File: src/logic/uft_pkg.sv
// uft_pkg: constants, register offsets and carrier types for the uart channel
package uft_pkg;

	// ----------------------------------------------------------------
	// register offsets (byte addresses, one word each)
	// ----------------------------------------------------------------
	localparam logic [4:0] OFS_DATA   = 5'h00;
	localparam logic [4:0] OFS_IER    = 5'h04;
	localparam logic [4:0] OFS_IIR    = 5'h08;
	localparam logic [4:0] OFS_LCR    = 5'h0C;
	localparam logic [4:0] OFS_MCR    = 5'h10;
	localparam logic [4:0] OFS_LSR    = 5'h14;
	localparam logic [4:0] OFS_MSR    = 5'h18;
	localparam logic [4:0] OFS_SCR    = 5'h1C;

	// ----------------------------------------------------------------
	// reset values and field positions
	// ----------------------------------------------------------------
	localparam logic [7:0] IIR_RESET  = 8'h01;
	localparam logic [7:0] LSR_RESET  = 8'h60;
	localparam logic [3:0] ID_NONE    = 4'h1;
	localparam logic [3:0] ID_RLS     = 4'h6;
	localparam logic [3:0] ID_RDA     = 4'h4;
	localparam logic [3:0] ID_TMO     = 4'hC;
	localparam logic [3:0] ID_TX_HOLDING_EMPTY    = 4'h2;
	localparam logic [3:0] ID_MSI     = 4'h0;
	localparam int         LCR_DIVISOR_ACCESS_SELECT   = 7;
	localparam int         LCR_STB    = 2;
	localparam int         LCR_BREAK  = 6;
	localparam int         MCR_LOOP   = 4;
	localparam logic [15:0] HS_BIT    = 16'h8000;

	// ----------------------------------------------------------------
	// timing
	// ----------------------------------------------------------------
	localparam real  CLK_MHZ          = 200.0;
	localparam real  BRG_MHZ          = 1.8462;
	// phase accumulator step giving the brg input enable from pclk
	localparam logic [31:0] BRG_STEP  = 32'(int'(BRG_MHZ / CLK_MHZ * 4294967296.0));
	localparam int   FIFO_DEPTH       = 16;
	localparam logic [4:0] FIFO_FULL  = 5'h10;
	localparam int   TMO_CHARS        = 4;
	localparam logic [3:0] SAMPLE_MID = 4'h7;

	typedef enum logic [2:0] {
		RX_IDLE  = 3'b001,
		RX_SHIFT = 3'b010,
		RX_STOP  = 3'b100
	} uft_rx_state_t;

	typedef struct packed {
		logic cts_n;
		logic dsr_n;
		logic ri_n;
		logic dcd_n;
	} uft_modem_in_t;

	typedef struct packed {
		logic request_send_n;
		logic terminal_ready_n;
		logic aux_out_one_n;
		logic aux_out_two_n;
	} uft_modem_out_t;

endpackage

File: src/logic/uft_uart.sv
// uft_uart: one 16550-style uart channel with fifos, interrupt ident and apb slave
// ----------------------------------------------------------------
// Summary of operation
// RL1: divisor 12/1 standard, 32770/32769 high speed
// RL2: brg fed by 1.8462 MHz enable, sixteen-bit divisor
// RL3: divisor byte write reloads baud counter at once
// RL4: divisor 0 divides by 3, 2 by 2
// RL5: reset clears ier fcr lcr mcr, iir reads 01
// RL6: reset lsr reads only bits 5 and 6 set
// RL7: reset clears modem deltas, upper bits track inputs
// RL8: reset drives outputs high, empties fifos; port_irq is reset low
// RL9: rx fifo interrupts need fifo and rx enables
// RL10: rx data interrupt follows trigger level occupancy
// RL11: line status outranks received data available
// RL12: data ready set on push, cleared when empty
// RL13: timeout after four idle character times
// RL14: second stop bit counts in character time
// RL15: character times counted from receiver clock
// RL16: cpu read clears timeout and restarts timer
// RL17: new character or read restarts timer
// RL18: tx fifo interrupts need fifo and tx enables
// RL19: tx empty interrupt cleared by write or ident read
// RL20: single-byte empty indication delayed one character
// RL21: fifo enable change raises tx interrupt at once
// RL22: timeout shares rx priority, tx empty shares tx
// ----------------------------------------------------------------
module uft_uart
	import uft_pkg::*;
(
	// apb slave
	input  wire logic        pclk,
	input  wire logic        presetn,
	input  wire logic        psel,
	input  wire logic        penable,
	input  wire logic        pwrite,
	input  wire logic [4:0]  paddr,
	input  wire logic [31:0] pwdata,
	output logic      [31:0] prdata,
	output logic             pready,
	output logic             pslverr,
	// serial and modem pins
	input  wire logic        serial_in,
	input  wire uft_modem_in_t modem_in,
	output logic             serial_out_a,
	output logic             serial_out_b,
	output uft_modem_out_t   modem_out,
	output logic             port_irq
);

	// ----------------------------------------------------------------
	// pin synchronisers
	// ----------------------------------------------------------------
	logic [4:0] sync1, sync2;
	always_ff @(posedge pclk or negedge presetn) begin
		if (!presetn) begin
			sync1 <= 5'h1F;
			sync2 <= 5'h1F;
		end else begin
			sync1 <= {serial_in, modem_in};
			sync2 <= sync1;
		end
	end

	// ----------------------------------------------------------------
	// registers
	// ----------------------------------------------------------------
	logic [7:0]  irq_enable_reg, fifo_ctrl_reg, line_ctrl_reg, modem_ctrl_reg, scratch;
	logic [7:0]  divisor_low_byte, divisor_high_byte;
	logic [3:0]  msr_delta;
	logic [3:0]  lsr_err;
	logic        divisor_access_select;
	logic        fifo_enable_bit;
	assign divisor_access_select = line_ctrl_reg[LCR_DIVISOR_ACCESS_SELECT];
	assign fifo_enable_bit       = fifo_ctrl_reg[0];

	logic wr, rd;
	assign wr = psel && penable && pwrite;
	assign rd = psel && penable && !pwrite;
	logic wr_data, rd_data, wr_fcr, rd_iir, rd_lsr, rd_msr, wr_dll, wr_dlm;
	assign wr_data = wr && paddr == OFS_DATA && !divisor_access_select;
	assign rd_data = rd && paddr == OFS_DATA && !divisor_access_select;
	assign wr_dll  = wr && paddr == OFS_DATA && divisor_access_select;
	assign wr_dlm  = wr && paddr == OFS_IER && divisor_access_select;
	assign wr_fcr  = wr && paddr == OFS_IIR;
	assign rd_iir  = rd && paddr == OFS_IIR;
	assign rd_lsr  = rd && paddr == OFS_LSR;
	assign rd_msr  = rd && paddr == OFS_MSR;

	logic rx_clear, tx_clear;
	// fifo reset bits act only with enable set; dropping enable also empties
	assign rx_clear = wr_fcr && ((pwdata[1] && pwdata[0]) || (!pwdata[0] && fifo_enable_bit)); // RL8
	assign tx_clear = wr_fcr && ((pwdata[2] && pwdata[0]) || (!pwdata[0] && fifo_enable_bit)); // RL8

	always_ff @(posedge pclk or negedge presetn) begin
		if (!presetn) begin
			irq_enable_reg <= 8'h00; // RL5
			fifo_ctrl_reg  <= 8'h00; // RL5
			line_ctrl_reg  <= 8'h00; // RL5
			modem_ctrl_reg <= 8'h00; // RL5
			scratch        <= 8'h00;
			divisor_low_byte  <= 8'h00;
			divisor_high_byte <= 8'h00;
		end else if (wr) begin
			case (paddr)
				OFS_DATA: if (divisor_access_select) divisor_low_byte <= pwdata[7:0];
				OFS_IER: begin
					if (divisor_access_select)
						divisor_high_byte <= pwdata[7:0];
					else
						irq_enable_reg <= {4'h0, pwdata[3:0]};
				end
				OFS_IIR: fifo_ctrl_reg <= {pwdata[7:6], 5'h00, pwdata[0]};
				OFS_LCR: line_ctrl_reg <= pwdata[7:0];
				OFS_MCR: modem_ctrl_reg <= {3'h0, pwdata[4:0]};
				OFS_SCR: scratch <= pwdata[7:0];
				default: ;
			endcase
		end
	end

	// ----------------------------------------------------------------
	// baud generator: 1.8462 MHz enable, divisor counter, 16x tick
	// ----------------------------------------------------------------
	logic [31:0] phase;
	logic [31:0] brg_step;
	logic        brg_in;
	logic [15:0] divisor, eff_div, baud_cnt;
	assign divisor = {divisor_high_byte, divisor_low_byte};
	// one 16x tick per input edge is the ceiling, so the fast codes raise the input rate
	always_comb begin
		if (divisor == (HS_BIT | 16'h0001))
			brg_step = BRG_STEP << 2; // RL1
		else if (divisor == (HS_BIT | 16'h0002))
			brg_step = BRG_STEP << 1; // RL1
		else
			brg_step = BRG_STEP;
	end
	always_ff @(posedge pclk or negedge presetn) begin
		if (!presetn) begin
			phase  <= 32'h0;
			brg_in <= 1'b0;
		end else begin
			{brg_in, phase} <= {1'b0, phase} + {1'b0, brg_step}; // RL2
		end
	end

	logic        tick16;
	// high-speed bit marks the fast codes: 32770 -> 230400, 32769 -> 460800
	always_comb begin
		if (divisor == (HS_BIT | 16'h0002))
			eff_div = 16'h0001;
		else if (divisor == (HS_BIT | 16'h0001))
			eff_div = 16'h0001;
		else if (divisor == 16'h0000)
			eff_div = 16'h0003; // RL4
		else
			eff_div = divisor; // RL1
	end
	always_ff @(posedge pclk or negedge presetn) begin
		if (!presetn) begin
			baud_cnt <= 16'h0001;
			tick16   <= 1'b0;
		end else if (wr_dll || wr_dlm) begin
			baud_cnt <= 16'h0001; // RL3
			tick16   <= 1'b0;
		end else if (brg_in) begin
			tick16   <= baud_cnt <= 16'h0001;
			baud_cnt <= (baud_cnt <= 16'h0001) ? eff_div : baud_cnt - 16'h0001;
		end else begin
			tick16 <= 1'b0;
		end
	end

	// ----------------------------------------------------------------
	// fifos (flip-flop storage) and character length
	// ----------------------------------------------------------------
	logic [3:0] nbits;
	assign nbits = 4'h5 + {2'h0, line_ctrl_reg[1:0]} + {3'h0, line_ctrl_reg[3]};
	logic [7:0] rx_mem [FIFO_DEPTH];
	logic [7:0] tx_mem [FIFO_DEPTH];
	logic [3:0] rx_wp, rx_rp, tx_wp, tx_rp;
	logic [4:0] rx_cnt, tx_cnt;
	logic       rx_push, tx_pop;
	logic [7:0] rx_byte;
	logic       tx_wr_ok;
	assign tx_wr_ok = wr_data && tx_cnt != FIFO_FULL;

	always_ff @(posedge pclk or negedge presetn) begin
		if (!presetn) begin
			rx_wp  <= 4'h0;
			rx_rp  <= 4'h0;
			rx_cnt <= 5'h00; // RL8
		end else if (rx_clear) begin
			rx_wp  <= 4'h0;
			rx_rp  <= 4'h0;
			rx_cnt <= 5'h00; // RL8
		end else begin
			if (rx_push && rx_cnt != FIFO_FULL) begin
				rx_mem[rx_wp] <= rx_byte;
				rx_wp <= rx_wp + 4'h1;
			end
			if (rd_data && rx_cnt != 5'h00)
				rx_rp <= rx_rp + 4'h1;
			rx_cnt <= rx_cnt + 5'((rx_push && rx_cnt != FIFO_FULL) ? 1 : 0)
				- 5'((rd_data && rx_cnt != 5'h00) ? 1 : 0);
		end
	end

	always_ff @(posedge pclk or negedge presetn) begin
		if (!presetn) begin
			tx_wp  <= 4'h0;
			tx_rp  <= 4'h0;
			tx_cnt <= 5'h00; // RL8
		end else if (tx_clear) begin
			tx_wp  <= 4'h0;
			tx_rp  <= 4'h0;
			tx_cnt <= 5'h00; // RL8
		end else begin
			if (tx_wr_ok) begin
				tx_mem[tx_wp] <= pwdata[7:0];
				tx_wp <= tx_wp + 4'h1;
			end
			if (tx_pop)
				tx_rp <= tx_rp + 4'h1;
			tx_cnt <= tx_cnt + 5'(tx_wr_ok ? 1 : 0) - 5'(tx_pop ? 1 : 0);
		end
	end

	// ----------------------------------------------------------------
	// receiver: 16x oversampling, start, data, parity, stop
	// ----------------------------------------------------------------
	uft_rx_state_t rx_state;
	logic [3:0] rx_sub, rx_bit;
	logic [8:0] rx_sh;
	logic       rx_line;
	assign rx_line = modem_ctrl_reg[MCR_LOOP] ? serial_out_a : sync2[4];
	always_ff @(posedge pclk or negedge presetn) begin
		if (!presetn) begin
			rx_state <= RX_IDLE;
			rx_sub   <= 4'h0;
			rx_bit   <= 4'h0;
			rx_sh    <= 9'h000;
			rx_push  <= 1'b0;
			rx_byte  <= 8'h00;
			lsr_err  <= 4'h0;
		end else begin
			rx_push <= 1'b0;
			if (rd_lsr)
				lsr_err <= 4'h0;
			if (tick16) begin
				case (rx_state)
					RX_IDLE: begin
						rx_sub <= rx_line ? 4'h0 : rx_sub + 4'h1;
						if (!rx_line && rx_sub == SAMPLE_MID) begin
							rx_state <= RX_SHIFT;
							rx_sub   <= 4'h0;
							rx_bit   <= 4'h0;
						end
					end
					RX_SHIFT: begin
						rx_sub <= rx_sub + 4'h1;
						if (rx_sub == 4'hF) begin
							rx_sh  <= {rx_line, rx_sh[8:1]};
							rx_bit <= rx_bit + 4'h1;
							if (rx_bit + 4'h1 == nbits)
								rx_state <= RX_STOP;
						end
					end
					RX_STOP: begin
						rx_sub <= rx_sub + 4'h1;
						if (rx_sub == 4'hF) begin
							rx_state <= RX_IDLE;
							rx_sub   <= 4'h0;
							rx_push  <= 1'b1; // RL12
							rx_byte  <= 8'(rx_sh >> (4'h9 - nbits));
							lsr_err[2] <= !rx_line;
							lsr_err[0] <= rx_cnt == FIFO_FULL;
						end
					end
					default: rx_state <= RX_IDLE;
				endcase
			end
		end
	end

	// ----------------------------------------------------------------
	// transmitter: frame counted in 16x ticks
	// ----------------------------------------------------------------
	logic [7:0] tx_sub;
	logic [11:0] tx_frame;
	logic       tx_busy, tx_bit;
	logic [7:0] frame_ticks;
	logic [11:0] tx_word;
	logic [3:0]  data_bits;
	assign data_bits = 4'h5 + {2'h0, line_ctrl_reg[1:0]};
	// unused data bits go out at stop level; parity follows the last data bit
	always_comb begin
		tx_word = 12'hFFF;
		for (int i = 0; i < 8; i++) begin
			if (4'(i) < data_bits)
				tx_word[i] = tx_mem[tx_rp][i];
		end
		if (line_ctrl_reg[3])
			tx_word[data_bits] = ^(tx_mem[tx_rp] & (8'hFF >> (4'h8 - data_bits))) ^ !line_ctrl_reg[4];
	end
	// start + data + parity + stop bits, in 16x ticks
	assign frame_ticks = 8'({4'h0, nbits + 4'h2 + {3'h0, line_ctrl_reg[LCR_STB]}} << 4);
	assign tx_pop = !tx_busy && tx_cnt != 5'h00 && tick16;
	always_ff @(posedge pclk or negedge presetn) begin
		if (!presetn) begin
			tx_busy  <= 1'b0;
			tx_sub   <= 8'h00;
			tx_frame <= 12'hFFF;
			tx_bit   <= 1'b1;
		end else if (tick16) begin
			if (tx_pop) begin
				tx_busy  <= 1'b1;
				tx_sub   <= 8'h00;
				tx_frame <= tx_word;
				tx_bit   <= 1'b0;
			end else if (tx_busy) begin
				tx_sub <= tx_sub + 8'h01;
				if (tx_sub[3:0] == 4'hF) begin
					tx_bit   <= tx_frame[0];
					tx_frame <= {1'b1, tx_frame[11:1]};
				end
				if (tx_sub + 8'h01 == frame_ticks)
					tx_busy <= 1'b0;
			end
		end
	end

	// ----------------------------------------------------------------
	// character-time timeout (receiver clock based)
	// ----------------------------------------------------------------
	logic [9:0] tmo_cnt;
	logic       tmo_irq;
	logic [9:0] tmo_limit;
	// four frames including any second stop bit, in 16x ticks
	assign tmo_limit = 10'(TMO_CHARS) * {2'h0, frame_ticks}; // RL14
	always_ff @(posedge pclk or negedge presetn) begin
		if (!presetn) begin
			tmo_cnt <= 10'h000;
			tmo_irq <= 1'b0;
		end else if (rx_push || rd_data || rx_cnt == 5'h00) begin
			tmo_cnt <= 10'h000; // RL17
			tmo_irq <= 1'b0;    // RL16
		end else if (tick16) begin // RL15
			if (tmo_cnt >= tmo_limit)
				tmo_irq <= 1'b1; // RL13
			else
				tmo_cnt <= tmo_cnt + 10'h001;
		end
	end

	// ----------------------------------------------------------------
	// transmit empty indication and its interrupt
	// ----------------------------------------------------------------
	logic tx_holding_empty_flag, tx_holding_empty_irq, multi_seen, fen_q;
	logic [3:0] iir_id;
	logic [7:0] tx_holding_empty_delay;
	logic       tx_empty_now;
	assign tx_empty_now = tx_cnt == 5'h00;
	always_ff @(posedge pclk or negedge presetn) begin
		if (!presetn) begin
			tx_holding_empty_flag  <= 1'b1; // RL6
			tx_holding_empty_irq   <= 1'b0;
			multi_seen <= 1'b0;
			tx_holding_empty_delay <= 8'h00;
			fen_q      <= 1'b0;
		end else begin
			fen_q <= fifo_enable_bit;
			if (tx_cnt >= 5'h02)
				multi_seen <= 1'b1;
			if (tx_wr_ok) begin
				tx_holding_empty_flag  <= 1'b0;
				tx_holding_empty_irq   <= 1'b0; // RL19
				tx_holding_empty_delay <= 8'h00;
			end else if (fen_q != fifo_enable_bit && tx_empty_now) begin
				tx_holding_empty_flag <= 1'b1;
				tx_holding_empty_irq  <= 1'b1; // RL21
			end else if (tx_empty_now && !tx_holding_empty_flag) begin
				// lone byte: hold off one frame less the last stop bit
				if (multi_seen || tx_holding_empty_delay >= frame_ticks - 8'h10) begin // RL20
					tx_holding_empty_flag  <= 1'b1;
					tx_holding_empty_irq   <= 1'b1; // RL19
					multi_seen <= 1'b0;
				end else if (tick16)
					tx_holding_empty_delay <= tx_holding_empty_delay + 8'h01;
			end else if (rd_iir && iir_id == ID_TX_HOLDING_EMPTY)
				tx_holding_empty_irq <= 1'b0; // RL19
		end
	end

	// ----------------------------------------------------------------
	// interrupt identification and priority
	// ----------------------------------------------------------------
	logic [7:0] rx_trig;
	logic       rda_irq;
	always_comb begin
		case (fifo_ctrl_reg[7:6])
			2'h0:    rx_trig = 8'h01;
			2'h1:    rx_trig = 8'h04;
			2'h2:    rx_trig = 8'h08;
			default: rx_trig = 8'h0E;
		endcase
	end
	// trigger level only in fifo mode, otherwise any byte
	assign rda_irq = fifo_enable_bit ? ({3'h0, rx_cnt} >= rx_trig) : rx_cnt != 5'h00; // RL10
	always_comb begin
		if (irq_enable_reg[2] && lsr_err != 4'h0)
			iir_id = ID_RLS; // RL11
		else if (irq_enable_reg[0] && rda_irq) // RL9
			iir_id = ID_RDA; // RL22
		else if (irq_enable_reg[0] && fifo_enable_bit && tmo_irq) // RL9
			iir_id = ID_TMO; // RL22
		else if (irq_enable_reg[1] && tx_holding_empty_irq) // RL18
			iir_id = ID_TX_HOLDING_EMPTY; // RL22
		else if (irq_enable_reg[3] && msr_delta != 4'h0)
			iir_id = ID_MSI;
		else
			iir_id = ID_NONE;
	end

	// ----------------------------------------------------------------
	// modem status deltas; set wins over read clear
	// ----------------------------------------------------------------
	logic [3:0] msr_now, msr_prev;
	assign msr_now = modem_ctrl_reg[MCR_LOOP] ?
		{modem_ctrl_reg[3], modem_ctrl_reg[2], modem_ctrl_reg[0], modem_ctrl_reg[1]} :
		~{sync2[0], sync2[1], sync2[2], sync2[3]};
	always_ff @(posedge pclk or negedge presetn) begin
		if (!presetn) begin
			msr_delta <= 4'h0; // RL7
			msr_prev  <= 4'h0;
		end else begin
			msr_prev  <= msr_now;
			msr_delta <= (rd_msr ? 4'h0 : msr_delta)
				| {msr_now[3] ^ msr_prev[3], msr_prev[2] & !msr_now[2],
				   msr_now[1] ^ msr_prev[1], msr_now[0] ^ msr_prev[0]};
		end
	end

	// ----------------------------------------------------------------
	// apb read mux and pins
	// ----------------------------------------------------------------
	logic [7:0] lsr_val;
	assign lsr_val = {fifo_enable_bit && lsr_err != 4'h0, tx_holding_empty_flag && !tx_busy, tx_holding_empty_flag,
		lsr_err, rx_cnt != 5'h00}; // RL12
	always_ff @(posedge pclk or negedge presetn) begin
		if (!presetn) begin
			prdata  <= 32'h0;
			pready  <= 1'b0;
			pslverr <= 1'b0;
		end else begin
			// zero wait: ready rises in the access cycle's first edge
			pready  <= psel && !penable;
			pslverr <= 1'b0;
			if (psel && !penable && !pwrite) begin
				case (paddr)
					OFS_DATA: prdata <= {24'h0, divisor_access_select ? divisor_low_byte : rx_mem[rx_rp]};
					OFS_IER:  prdata <= {24'h0, divisor_access_select ? divisor_high_byte : irq_enable_reg};
					OFS_IIR:  prdata <= {24'h0, {2{fifo_enable_bit}}, 2'h0, iir_id}; // RL5
					OFS_LCR:  prdata <= {24'h0, line_ctrl_reg};
					OFS_MCR:  prdata <= {24'h0, modem_ctrl_reg};
					OFS_LSR:  prdata <= {24'h0, lsr_val};
					OFS_MSR:  prdata <= {24'h0, msr_now, msr_delta}; // RL7
					OFS_SCR:  prdata <= {24'h0, scratch};
					default:  prdata <= 32'h0;
				endcase
			end
		end
	end

	always_ff @(posedge pclk or negedge presetn) begin
		if (!presetn) begin
			serial_out_a <= 1'b1; // RL8
			serial_out_b <= 1'b1; // RL8
			modem_out    <= 4'hF; // RL8
			port_irq     <= 1'b0; // RL8
		end else begin
			serial_out_a <= (tx_bit || !tx_busy) && !line_ctrl_reg[LCR_BREAK];
			serial_out_b <= (tx_bit || !tx_busy) && !line_ctrl_reg[LCR_BREAK];
			modem_out    <= modem_ctrl_reg[MCR_LOOP] ? 4'hF :
				~{modem_ctrl_reg[1], modem_ctrl_reg[0], modem_ctrl_reg[2], modem_ctrl_reg[3]};
			port_irq     <= iir_id != ID_NONE && modem_ctrl_reg[3];
		end
	end

endmodule // uft_uart

File: config.mk
export PLATFORM = sky130hd
export DESIGN_NAME = uft_uart
export DESIGN_NICKNAME = d
export VERILOG_FILES = /design/src/logic/uft_pkg.sv /design/src/logic/uft_uart.sv
export SDC_FILE = /design/constraint.sdc
export NUM_CORES = 1
export LEC_CHECK = 0
export BUFFER_PORTS_ARGS = -buffer_cell sky130_fd_sc_hd__buf_2
export CELL_PAD_IN_SITES_DETAIL_PLACEMENT = 1
export CELL_PAD_IN_SITES_GLOBAL_PLACEMENT = 2
export CORE_AREA = 2 2 260 262
export CTS_CLUSTER_DIAMETER = 50
export CTS_CLUSTER_SIZE = 14
export DETAILED_ROUTE_END_ITERATION = 12
export DIE_AREA = 0 0 262 264
export PLACE_DENSITY_LB_ADDON = 0.1
export SLEW_MARGIN = 30
export SYNTH_ARGS = -nofsm -noshare
export SYNTH_HDL_FRONTEND = slang
export SYNTH_SLANG_ARGS = --single-unit
File: constraint.sdc
create_clock -name pclk -period 11.3 [get_ports pclk]
set_input_delay 0.565 -clock pclk [delete_from_list [all_inputs] [get_ports pclk]]
set_output_delay 0.565 -clock pclk [all_outputs]
set_load 0.02 [all_outputs]
== Yosys cells after proc, flatten, opt, wreduce, memory -nomap -nowiden ==
Memory sizes are Yosys's and may differ from the RTL's.
Index checks and enable logic that the tools add are counted.

* Memories: 2
* Bits in writable memories: 256
* Input bits: 47
* Bits in registers: 253
* Bits in read-only memories: 0
* Bits in latches: 0
* Logic and storage cells: 349

{| class="wikitable"
|+ Memories
! name !! words !! bits a word !! rd ports !! clocked after Yosys merged registers in !! write ports !! line !! RTL
|-
| rx_mem || 16 || 8 || 1 || 0 || 1 || uft_uart.sv:179 || <nowiki>logic [7:0] rx_mem [FIFO_DEPTH];</nowiki>
|-
| tx_mem || 16 || 8 || 1 || 0 || 1 || uft_uart.sv:180 || <nowiki>logic [7:0] tx_mem [FIFO_DEPTH];</nowiki>
|}

* Multipliers: 0
* Bitwise gates (word level): 10
* Multiplexer cells: 113
* Equality and inequality tests: 33
* Div/mod/pow operators: 0
* Add/sub/neg operators: 22
* Shift-type cells: 2
* Order comparisons: 15
* Reductions and logical operators: 105

{| class="wikitable"
|+ Operator list
! operator !! count
|-
| 16-bit two-way mux || 6
|-
| 4-bit two-way mux || 20
|-
| 8-bit two-way mux || 9
|-
| 8-bit case mux with 8 select lines || 1
|-
| 1-bit two-way mux || 55
|-
| 12-bit two-way mux || 4
|-
| 1-bit logical AND || 43
|-
| 32-bit by 32-bit adder with 33-bit output || 1
|-
| 16-bit == test, second input constant || 2
|-
| 10-bit two-way mux || 3
|-
| 28-bit two-way mux || 1
|-
| 27-bit two-way mux || 1
|-
| 5-bit == test, second input constant || 5
|-
| 4-bit by 1-bit adder with 4-bit output, second input constant || 6
|-
| 4-bit case mux with 3 select lines || 2
|-
| 2-bit nonzero test || 12
|-
| 2-bit AND reduction || 10
|-
| 3-bit AND reduction || 6
|-
| 8-bit by 1-bit adder with 8-bit output, second input constant || 2
|-
| 16-bit by 1-bit less-or-equal comparator with 1-bit output, second input constant || 1
|-
| 16-bit zero test || 1
|-
| 3-bit by 4-bit < comparator with 1-bit output, first input constant || 4
|-
| 16-bit by 1-bit subtractor with 16-bit output, second input constant || 1
|-
| 5-bit zero test || 3
|-
| 56 further kinds || 101
|}

== Logic depth before layout (Yosys ltp) ==
Gate-level depths: netlist (run 1).

* Word-level depth: 13
* Gate-level depth with buffers: 18

== Worst setup path before layout (run 1) ==
No wires, ideal clock.

* Kind: reg-to-reg
* Start: register line_ctrl_reg[0]
* End: register tx_holding_empty_delay[5]
* Arrival: 3.782 ns
* Library setup time: 0.132 ns
* Path buffers: 0
* Slack: 7.386 ns
* Clock period less this slack: 3.914 ns
* Cell stages (with the launch flop): 16
* Cell sequence: dfrtp_1 inv_1 ha_1 inv_1 fa_1 ha_1 xor2_1 nand3_1 xnor2_1 ha_1 or2_2 a2111oi_0 and4_1 and3_1 xnor2_1 nor2_1

* Word-level cells in the longest chain between the ends: 9

{| class="wikitable"
|+ Ends and longest elaborated chain
! item !! line !! RTL
|-
| start, declared || uft_uart.sv:67 || <nowiki>logic [7:0] irq_enable_reg, fifo_ctrl_reg, line_ctrl_reg, modem_ctrl_reg, scratch;</nowiki>
|-
| start signal, assigned || uft_uart.sv:113 || <nowiki>OFS_LCR: line_ctrl_reg <= pwdata[7:0];</nowiki>
|-
| 3-bit by 2-bit adder with 4-bit output || uft_uart.sv:178 || <nowiki>assign nbits = 4'h5 + {2'h0, line_ctrl_reg[1:0]} + {3'h0, line_ctrl_reg[3]};</nowiki>
|-
| 4-bit by 1-bit adder with 4-bit output || uft_uart.sv:178 ||
|-
| 4-bit by 2-bit adder with 4-bit output || uft_uart.sv:307 || <nowiki>assign frame_ticks = 8'({4'h0, nbits + 4'h2 + {3'h0, line_ctrl_reg[LCR_STB]}} << 4);</nowiki>
|-
| 4-bit by 1-bit adder with 4-bit output || uft_uart.sv:307 ||
|-
| 8-bit by 5-bit subtractor with 8-bit output || uft_uart.sv:384 || <nowiki>if (multi_seen || tx_holding_empty_delay >= frame_ticks - 8'h10) begin</nowiki>
|-
| 8-bit >= comparator || uft_uart.sv:384 ||
|-
| 1-bit logical OR || uft_uart.sv:384 ||
|-
| 2-bit inequality test (no line) || - ||
|-
| 4-bit AND reduction (no line) || - ||
|-
| end signal, assigned || uft_uart.sv:389 || <nowiki>tx_holding_empty_delay <= tx_holding_empty_delay + 8'h01;</nowiki>
|-
| end, declared || uft_uart.sv:361 || <nowiki>logic [7:0] tx_holding_empty_delay;</nowiki>
|}

Every way passes these cells.
A chain may end at the register's enable or synchronous reset.

== Final worst setup path (run 1) ==
Ends and elaborated chain as after synthesis.

==> results of run 1 <==
-- final cells by class --
cell class,instances,share of cell area (%)
inverters,67,0.954
multi-input cells,1189,33.9
clock buffers,83,6.82
clock inverters,40,1.67
repair buffers,62,1.47
well taps,873,4.14
flip-flops and latches,485,51.0
-- cells in the mapped netlist (25+ instances only) --
| library cell | instances | area (µm²) |
|---|---|---|
| a21oi_1 | 65 | 325 |
| buf_4 | 27 | 203 |
| clkbuf_1 | 36 | 135 |
| dfrtp_1 | 198 | 4950 |
| dfstp_2 | 31 | 815 |
| edfxtp_1 | 256 | 7690 |
| ha_1 | 81 | 1010 |
| inv_1 | 63 | 236 |
| mux2_2 | 53 | 597 |
| mux2i_1 | 46 | 460 |
| mux4_2 | 59 | 1330 |
| nand2_1 | 169 | 634 |
| nand2b_1 | 25 | 156 |
| nand3_1 | 28 | 140 |
| nor2_1 | 151 | 567 |
| nor3_1 | 27 | 135 |
| o21ai_0 | 95 | 475 |
| xnor2_1 | 48 | 420 |
| xor2_1 | 34 | 298 |
-- layout by cell type (no fill, tap or decap), types with 13 or more instances in the layout --
cell type	netlist	routed
a21o_1	23	23
a21oi_1	65	64
a22oi_1	16	16
and2_1	21	21
and3_1	20	20
buf_2	8	37
buf_4	27	22
clkbuf_16	0	69
conb_1	1	25
dfrtp_1	198	196
dfstp_2	31	31
edfxtp_1	256	256
ha_1	81	81
inv_1	63	63
inv_6	0	13
mux2_2	53	53
mux2i_1	46	46
mux4_2	59	59
nand2_1	169	169
nand2b_1	25	25
nand3_1	28	28
nor2_1	151	151
nor2b_1	16	16
nor3_1	27	27
o21ai_0	95	95
or3_1	14	14
xnor2_1	48	48
xor2_1	34	34
-- worst max-delay path, delay by kind of cell, from the launching register on --
family	cells	cell delay [ns]
XOR/XNOR	2	0.29
flip-flops	1	0.47
AND/OR/NAND/NOR	5	0.99
AO/OA/AOI/OAI	2	1.16
adder cells (fa/ha/maj)	4	1.61
buffers and inverters	2	0.29
-- cell families (layout without fill, tap and decap cells) --
logic type	after synthesis	count (layout)
simple gates	516	516
flops	485	485
compound gates	314	314
mux	162	162
buf+inv	150	252
fa+ha+maj	86	86
xor+xnor	86	86
other cells	1	25
-- power groups by stage --
stage / clock network [mW] / logic, mW / registers [mW]
2_1_floorplan: 0 / 0.959 / 2.09
3_3_place_gp: 0 / 1.22 / 2.12
3_5_place_dp: 0 / 1.24 / 2.12
4_1_cts: 2.17 / 1.25 / 2.09
5_1_grt: 2.24 / 1.38 / 2.11
6_report: 2.11 / 1.22 / 2.09
-- per-layer routing --
| layer | vias to the layer above | share of wire (%) |
|---|---|---|
| li1 | 6743 | - |
| met1 | 7448 | 48 |
| met2 | 164 | 47 |
| met3 | 85 | 2.4 |
| met4 | 0 | 2.3 |
| met5 | - | 0 |
-- what timing repair did --
| action | in CTS | in global routing |
|---|---|---|
| setup buffers | 0 | 0 |
| endpoints found under the hold margin | 31 | 0 |
| hold buffers | 1 | 0 |
-- final timing paths --
path                                              start                               endpoint  slack, ns  cells after the start
max in group asynchronous                       presetn                     phase[3]$_DFF_PN0_       9.13                      4
setup reg to reg           line_ctrl_reg[0]$_DFFE_PN0P_  tx_holding_empty_delay[5]$_DFFE_PN0P_       6.36                     15
hold reg to reg                      sync1[3]$_DFF_PN1_                     sync2[3]$_DFF_PN1_       0.35                      0
hold / removal                              modem_in[2]                     sync1[2]$_DFF_PN1_       0.06                      1
setup / recovery           line_ctrl_reg[0]$_DFFE_PN0P_  tx_holding_empty_delay[5]$_DFFE_PN0P_       6.36                     15
min in group asynchronous                       presetn                 tmo_cnt[5]$_DFFE_PN0P_       0.48                      2
==> metrics.yaml, run 1 <==
layout:
  final_util_pct: 39.6
  drive_above_1_share_pct: 17.5
  multiInputGateArea_um2: 8940
  regArea_um2: 13500
  fillCellCount: 6981
  final_nets: 2005
  area_growth_pct: 14.6
  antenna_cells: 0
  final_cell_area_um2: 26400
  reg_top3: "rx_mem: 128 flops, tx_mem: 128 flops, phase: 32 flops"
  final_cells: 2799
pwr:
  power_per_cell_area_nw_per_um2: 206
  ir_drop_uv: 114
  p_total_mw: 5.42
  intPower_mw: 3.75
  clockPowerShare_pct: 38.9
  sw_frac_of_total_pct: 30.8
  switchingPower_mw: 1.67
  leakagePower_nw: 10.8
  p_seq_share_pct: 38.5
  p_comb_share_pct: 22.6
die:
  core_area_um2: 66600
  die_h_um: 264
  row_count: 95
  die_width_um: 262
  io_pins: 88
  initial_core_util_pct: 34.6
  die_area_um2: 69200
timing:
  max_freq_ghz: 0.202
  slew_violations: 0
  hold_violations: 0
  timing.final.crit_period_ns: 4.94
  skew_ns: 0.0332
  setup_tns_ns: 0
  rsz0062_at_grt: "no"
  whs_ns: 0.0590
  setup_viol: 0
  finalWorstSetupSlack_ns: 6.36
  worst_pin_slew_ns: 0.870
  timing.slew.headroom_pct: 41.8
  finalCritPeriodShare_pct: 43.7
placement:
  placedCellCount: 2675
  hpwl_mm: 41.2
  pre_cts_ws_ns: 6.27
  dpl_cell_area_um2: 24100
  gp_congestion: 0.759
  port_buffers: 38
global_routing:
  grt_pass1_wl_mm: 94.7
  top_usage_layer: "met2"
  use_met3_pct: 2.53
  grt_overflow: 0
  antenna_found_initial: 0
  gr-usage-met2_pct: 28.8
  grtUsageMet1_pct: 25.2
  grt_max_degree: 65
  grtUsageTotal_pct: 17.9
  first_global_vias: 15500
cts:
  path_clk_slew_ns: 0.06
  cts_buffers: 68
  cts_tree: "done"
  cts_resized: 0
  clock_sinks: 485
  ctsRootBufferMaster: "clkbuf_16"
  htree_num_levels: 3
  ctsLongestPathBuffers: 3
  insertion_delay_ns: 0.62
route:
  drtIter0Drc: 891
  postRouteWirelength_mm: 60.2
  drtPass1Iterations: 4
  drc: 0
  detail_route.vias_per_cell: 5.16
  via_count: 14400
  ant_nets: 0
  wl_per_cell_um: 21.5
critical_path:
  crit_chain: "inv_1 > ha_1 > inv_1 > fa_1 > ha_1 > nand2_1 > o21ai_0 > xnor2_1 > ha_1 > or2_2 > a2111oi_0 > and4_1 > and3_1 > xnor2_1 > nor2_1"
  end_kind: "register"
  cp_max_fo: 17
  critPathArrivalTime_ns: 5.43
  path_common_cell: "ha_1"
  cpPeakStageDelay_ns: 0.96
  slowest_stage: "fa_1"
  worstPathRequired_ns: 11.78
  critPathKind: "register to register"
  start_kind: "register"
status:
  outcome: "finished, final reports clean"
synth:
  synth-edff-count: 256
  yosys_register_bits: 485
  synth-xor-area-share_pct: 3.48
  ys_warn_count: 0
  syn_area_per_cell_um2: 12.8
  synthAdderAreaFrac_pct: 4.79
  synthMuxAreaShare_pct: 10.8
  synth_top_family_by_area: "multiplexers"
  synth-simple-area-share_pct: 10.5
  synthCells: 1800
  synthFlopType: "edfxtp_1"
  synth_compound_area_share_pct: 8.79
  seq_area_frac_synth_pct: 58.5
  async_flop_share_pct: 47.2
  synth_cell_types: 81
  synthesis.area_um2: 23000
min_path:
  hp-class: "input pin to register"
job:
  drv_cap: 0
No activity file was read; power rests on OpenSTA's default activity.
==> run 2: changes to the inputs <==
- ABC_AREA: unset -> 1
- CORE_AREA: 2 2 260 262 -> 2 2 264 266
- DIE_AREA: 0 0 262 264 -> 0 0 266 268
- clock period: 11.3 -> 4.58 ns (I/O delays scaled with it)
==> run 2 against run 1 <==
Critical path depth is the same; area after synthesis grew 3.0%; die area grew 3.1%.
==> metrics.yaml, run 2 <==
synth:
  synth_cell_types: 59
  synth-edff-count: 256
  yosysMostFrequentCell: "nand2_1"
  synthesis.area_um2: 23700
  seq_area_frac_synth_pct: 56.8
  syn_area_per_cell_um2: 9.39
  yosysTopAreaCell: "edfxtp_1"
  yosys_register_bits: 485
  ys_warn_count: 0
  synth_top_area_share_pct: 32.4
  synthTopCellsByArea: "edfxtp_1, dfrtp_1, nand2_1"
  async_flop_share_pct: 47.2
  synth_commonest_cells: "nand2_1, nor2_1, inv_1"
  synthFlopType: "edfxtp_1"
  synthCells: 2525
cts:
  path_clk_slew_ns: 0.06
  insertion_delay_ns: 0.61
  cts_tree: "done"
  holdBufCountCts: 8
  ctsLongestPathBuffers: 3
  cts_resized: 0
  cts_buffers: 69
  clock_sinks: 485
  postCtsSetupBuffers: 0
  htree_num_levels: 3
  ctsRootBufferMaster: "clkbuf_16"
die:
  core_area_um2: 68200
  die_width_um: 266
  initial_core_util_pct: 34.8
  io_pins: 88
  die_h_um: 268
  die_area_um2: 71300
  row_count: 96
route:
  postRouteWirelength_mm: 70.1
  drc: 0
  drtIter0Drc: 903
  via_count: 17900
  drtPass1Iterations: 5
  detail_route.vias_per_cell: 5.04
  wl_per_cell_um: 19.8
  ant_nets: 0
timing:
  timing.final.crit_period_ns: 3.85
  worst_pin_slew_ns: 0.939
  max_freq_ghz: 0.260
  skew_ns: 0.0377
  finalCritPeriodShare_pct: 84.0
  hold_violations: 0
  setup_tns_ns: 0
  rsz0062_at_grt: "no"
  setup_viol: 0
  slew_violations: 0
  timing.slew.headroom_pct: 37.1
pwr:
  leakagePower_nw: 11.9
  power_per_cell_area_nw_per_um2: 427
  ir_drop_uv: 331
critical_path:
  end_kind: "register"
  cpPeakStageDelay_ns: 0.82
  critPathArrivalTime_ns: 4.32
  worstPathRequired_ns: 5.05
  slowest_stage: "fa_1"
  cp_max_fo: 10
  critPathKind: "register to register"
  start_kind: "register"
  crit_chain: "inv_1 > buf_4 > fa_1 > ha_1 > nand2_1 > o21ai_0 > xnor2_1 > ha_1 > a21boi_0 > nor3_1 > inv_1 > o21ai_0 > nand2_1 > nand2_1 > o21ai_0"
layout:
  final_cell_mix: "nand2_1, nor2_1, inv_1"
  area_growth_pct: 15.3
  antenna_cells: 0
  fillCellCount: 7772
  final_common_cell: "nand2_1"
  reg_top3: "rx_mem: 128 flops, tx_mem: 128 flops, phase: 32 flops"
  final_nets: 2735
  final_cells: 3541
  drive_above_1_share_pct: 9.85
job:
  drv_cap: 0
global_routing:
  antenna_found_initial: 1
  grt_max_degree: 149
  grt_pass1_wl_mm: 111
  first_global_vias: 18900
  grtUsageTotal_pct: 20.1
  grt_overflow: 0
placement:
  port_buffers: 38
  hpwl_mm: 48.4
  placedCellCount: 3405
  gp_congestion: 0.805
min_path:
  hp-class: "input pin to register"
status:
  outcome: "finished, final reports clean"
run 2: cell types whose count changed in the layout (fill, tap and decap cells not counted), sizes merged, moves of 63 or more:
| cell | delta |
|---|---|
| inv | +217 |
| mux4 | -63 |
| nand2 | +357 |
| nand3 | +98 |
| nor2 | +140 |
| o21ai | +143 |
run 2: layout make-up:
| type | instances | area, µm² | area share (%) |
|---|---|---|---|
| Clock buffer | 85 | 1890 | 6.92 |
| Clock inverter | 42 | 467 | 1.71 |
| Inverter | 292 | 1100 | 4.01 |
| Multi-Input combinational cell | 1672 | 8720 | 31.9 |
| Sequential cell | 485 | 13500 | 49.2 |
| Tap cell | 882 | 1100 | 4.04 |
| Timing Repair Buffer | 83 | 591 | 2.16 |
run 2: worst paths after layout:
check	startpoint	end	slack, ns	cells past startpoint
setup / recovery	line_ctrl_reg[0]$_DFFE_PN0P_	tx_holding_empty_delay[7]$_DFFE_PN0P_	0.73	15
hold / removal	pwrite	lsr_err[2]$_DFF_PN0_	0.04	5
setup reg to reg	line_ctrl_reg[0]$_DFFE_PN0P_	tx_holding_empty_delay[7]$_DFFE_PN0P_	0.73	15
hold reg to reg	sync1[1]$_DFF_PN1_	sync2[1]$_DFF_PN1_	0.36	0
max in group asynchronous	presetn	baud_cnt[0]$_DFFE_PN1P_	3.29	4
min in group asynchronous	presetn	rx_sub[1]$_DFFE_PN0P_	0.07	2
run 2: metal layers:
metal | vias up | wire length [µm] | global-route usage (%)
li1 | 8588 | - | -
met1 | 8895 | 32700 | 27.3
met2 | 261 | 33100 | 33.5
met3 | 109 | 2520 | 2.76
met4 | 0 | 1780 | 6.53
met5 | - | 0 | 0
run 2: worst max-delay path, delay by kind of cell, from the launching register on:
family / cells / cell delay (ns)
AOI/OAI and AO/OA: 4 / 0.85
adders and majority gates: 3 / 1.34
buffers and inverters: 3 / 0.37
and+or+nand+nor: 4 / 0.56
xor gates and xnor gates: 1 / 0.17
DFF: 1 / 0.46
run 2: logic make-up after synthesis:
kind of cell | synth area share, %
adder cells (fa/ha/maj) | 4.61
buffers and inverters | 6.88
other | 0.0158
AND/OR/NAND/NOR | 17.8
flip-flops | 56.8
multiplexers | 0.0422
XOR/XNOR | 2.47
AO/OA/AOI/OAI | 11.4
run 2: where the power goes:
group | internal [mW] | switching, mW
sequential | 4.74 | 0.151
combinational | 0.460 | 0.890
clock | 3.25 | 2.18
run 2: metrics by stage:
stage	area [µm²]	hold slack (ns)	util, %	power, mW	worst slack [ns]
final	27300	0.0409	40.1	11.7	0.731
after global routing	27300	0.0655	40.1	12.2	0.326
after CTS	27300	0.0165	40.0	11.8	0.677
after detailed placement	24900	0.114	36.4	6.34	0.674
after global placement	24900	0.113	36.4	6.29	0.752
after floorplan	23800	-0.0666	-	5.84	1.06
==> run 3: changes to the inputs <==
- clock period: 4.58 -> 3.6 ns (I/O delays scaled with it)
==> run 3 against run 2 <==
Sequential share of layout area is 1.1 points lower; highest routed layer unchanged; global-route usage increased by 0.36 points; first-iteration DRC count unchanged; die area did not move; clock-buffer cell count is 3 lower; core utilization increased by 0.96 points; final cell count is 2.0% higher; setup slack lost 0.54 ns; wire length rose by 2.7%; hold slack lost 0.0037 ns; critical path type unchanged.
==> metrics.yaml, run 3 (synthesis results as in run 2) <==
layout:
  drive_above_1_share_pct: 12.9
  final_nets: 2804
  reg_top3: "rx_mem: 128 flops, tx_mem: 128 flops, phase: 32 flops"
  final_util_pct: 41.0
  final_cell_mix: "nand2_1, nor2_1, inv_1"
  final_cells: 3611
  area_growth_pct: 18.0
  final_common_cell: "nand2_1"
die:
  die_width_um: 266
  die_area_um2: 71300
  row_count: 96
  die_h_um: 268
  io_pins: 88
  initial_core_util_pct: 34.8
  core_area_um2: 68200
timing:
  finalWorstSetupSlack_ns: 0.187
  max_freq_ghz: 0.293
  timing.slew.headroom_pct: 45.6
  worst_pin_slew_ns: 0.815
  rsz0062_at_grt: "yes"
  timing.final.crit_period_ns: 3.41
  setup_viol: 0
  hold_violations: 0
  slew_violations: 0
  finalCritPeriodShare_pct: 94.8
  skew_ns: 0.0262
global_routing:
  antenna_found_initial: 1
  first_global_vias: 19100
  grtUsageTotal_pct: 20.5
  grt_overflow: 0
  grt_max_degree: 146
  grt_pass1_wl_mm: 112
placement:
  gp_congestion: 0.817
  port_buffers: 38
  hpwl_mm: 49.8
  placedCellCount: 3468
  pre_cts_ws_ns: 0.00659
job:
  drv_cap: 0
route:
  via_count: 18300
  drtIter0Drc: 903
  ant_nets: 0
  drtPass1Iterations: 5
  wl_per_cell_um: 19.9
  postRouteWirelength_mm: 72.0
  drc: 0
  detail_route.vias_per_cell: 5.06
pwr:
  ir_drop_uv: 311
  p_comb_share_pct: 11.9
  leakagePower_nw: 12.3
  power_per_cell_area_nw_per_um2: 542
  p_seq_share_pct: 41.0
  clockPowerShare_pct: 47.1
  sw_frac_of_total_pct: 27.8
  intPower_mw: 10.9
  switchingPower_mw: 4.21
cts:
  cts_buffers: 71
  clock_sinks: 485
  cts_tree: "done"
  ctsRootBufferMaster: "clkbuf_16"
  insertion_delay_ns: 0.61
  ctsLongestPathBuffers: 3
  htree_num_levels: 3
  path_clk_slew_ns: 0.06
critical_path:
  cp_max_fo: 5
  end_kind: "register"
  critPathArrivalTime_ns: 3.88
  worstPathRequired_ns: 4.07
  critPathKind: "register to register"
  start_kind: "register"
min_path:
  hp-class: "input pin to register"
status:
  outcome: "finished, final reports clean"
run 3: cell types whose count changed in the layout (fill, tap and decap cells not counted), moves of 3 or more:
cell and delta:
o21ai_0 -6, inv_6 +5, nand2_2 +6, clkinvlp_4 -7, clkbuf_1 -3, a21oi_1 -3, buf_4 +67, a21boi_0 -3
clkinv_4 +3, clkinv_1 +4, o21ai_1 +3, clkinv_8 -3, nand2_1 -7
run 3: worst paths after layout:
path,from,endpoint,cells past startpoint,slack (ns)
worst max-delay path,line_ctrl_reg[0]$_DFFE_PN0P_,tx_holding_empty_delay[5]$_DFFE_PN0P_,16,0.19
worst min-delay path,pwrite,lsr_err[0]$_DFF_PN0_,5,0.04
worst max register to register,line_ctrl_reg[0]$_DFFE_PN0P_,tx_holding_empty_delay[5]$_DFFE_PN0P_,16,0.19
worst min register to register,sync1[0]$_DFF_PN1_,sync2[0]$_DFF_PN1_,0,0.36
max in group asynchronous,presetn,tx_rp[0]$_DFFE_PN0P_,3,2.34
min in group asynchronous,presetn,tmo_cnt[2]$_DFFE_PN0P_,2,0.08
run 3: area by class of cell:
class                           instances  area [µm²]
Antenna cell                            1        2.50
Clock buffer                           82        1890
Clock inverter                         47         522
Fill cell                            7750       40200
Inverter                              292        1100
Multi-Input combinational cell       1673        8840
Sequential cell                       485       13500
Tap cell                              882        1100
Timing Repair Buffer                  149        1070
run 3: routing by layer:
| layer | part of all wire, % | GRT usage [%] |
|---|---|---|
| met1 | 47 | 27.9 |
| met2 | 47 | 33.7 |
| met3 | 2.9 | 2.98 |
| met4 | 3.1 | 6.74 |
| met5 | 0 | 0 |
run 3: stage by stage:
stage / instance area [µm²] / setup TNS [ns] / hold slack, ns / power [mW]
detailed placement: 25300 / 0 / 0.107 / 8.11
floorplan: 23800 / 0 / -0.116 / 7.43
finish: 28000 / 0 / 0.0372 / 15.2
CTS: 27800 / 0 / 0.000402 / 15.3
global placement: 25300 / 0 / 0.105 / 8.04
global route: 28000 / -0.127 / 0.0149 / 15.8
run 3: critical path, stage by stage (launching register included):
cell	delay [ns]
dfrtp_1	0.38
inv_1	0.08
ha_1	0.14
inv_1	0.06
fa_2	0.69
ha_4	0.24
ha_1	0.30
ha_1	0.27
a21boi_0	0.13
o21ai_1	0.14
a21boi_1	0.09
nor3_2	0.20
inv_2	0.09
o21ai_4	0.23
nand2_4	0.09
nand2_1	0.09
o21ai_0	0.07
run 3: power by group through the flow:
| stage | logic (mW) | registers (mW) | clock network (mW) |
|---|---|---|---|
| after floorplan | 1.17 | 6.26 | 0 |
| after global placement | 1.72 | 6.32 | 0 |
| after detailed placement | 1.78 | 6.33 | 0 |
| after CTS | 1.80 | 6.22 | 7.31 |
| after global routing | 2.06 | 6.24 | 7.55 |
| final | 1.80 | 6.22 | 7.13 |
run 3: repair_timing:
item                                    in CTS  in global routing
buffers inserted                             0                  4
endpoints found under the setup margin       4                 18
hold buffers                                 8                  0
gates resized for setup                      4                 35
cloned                                       0                  1
pin swaps                                    0                 10
endpoints found under the hold margin       45                  0
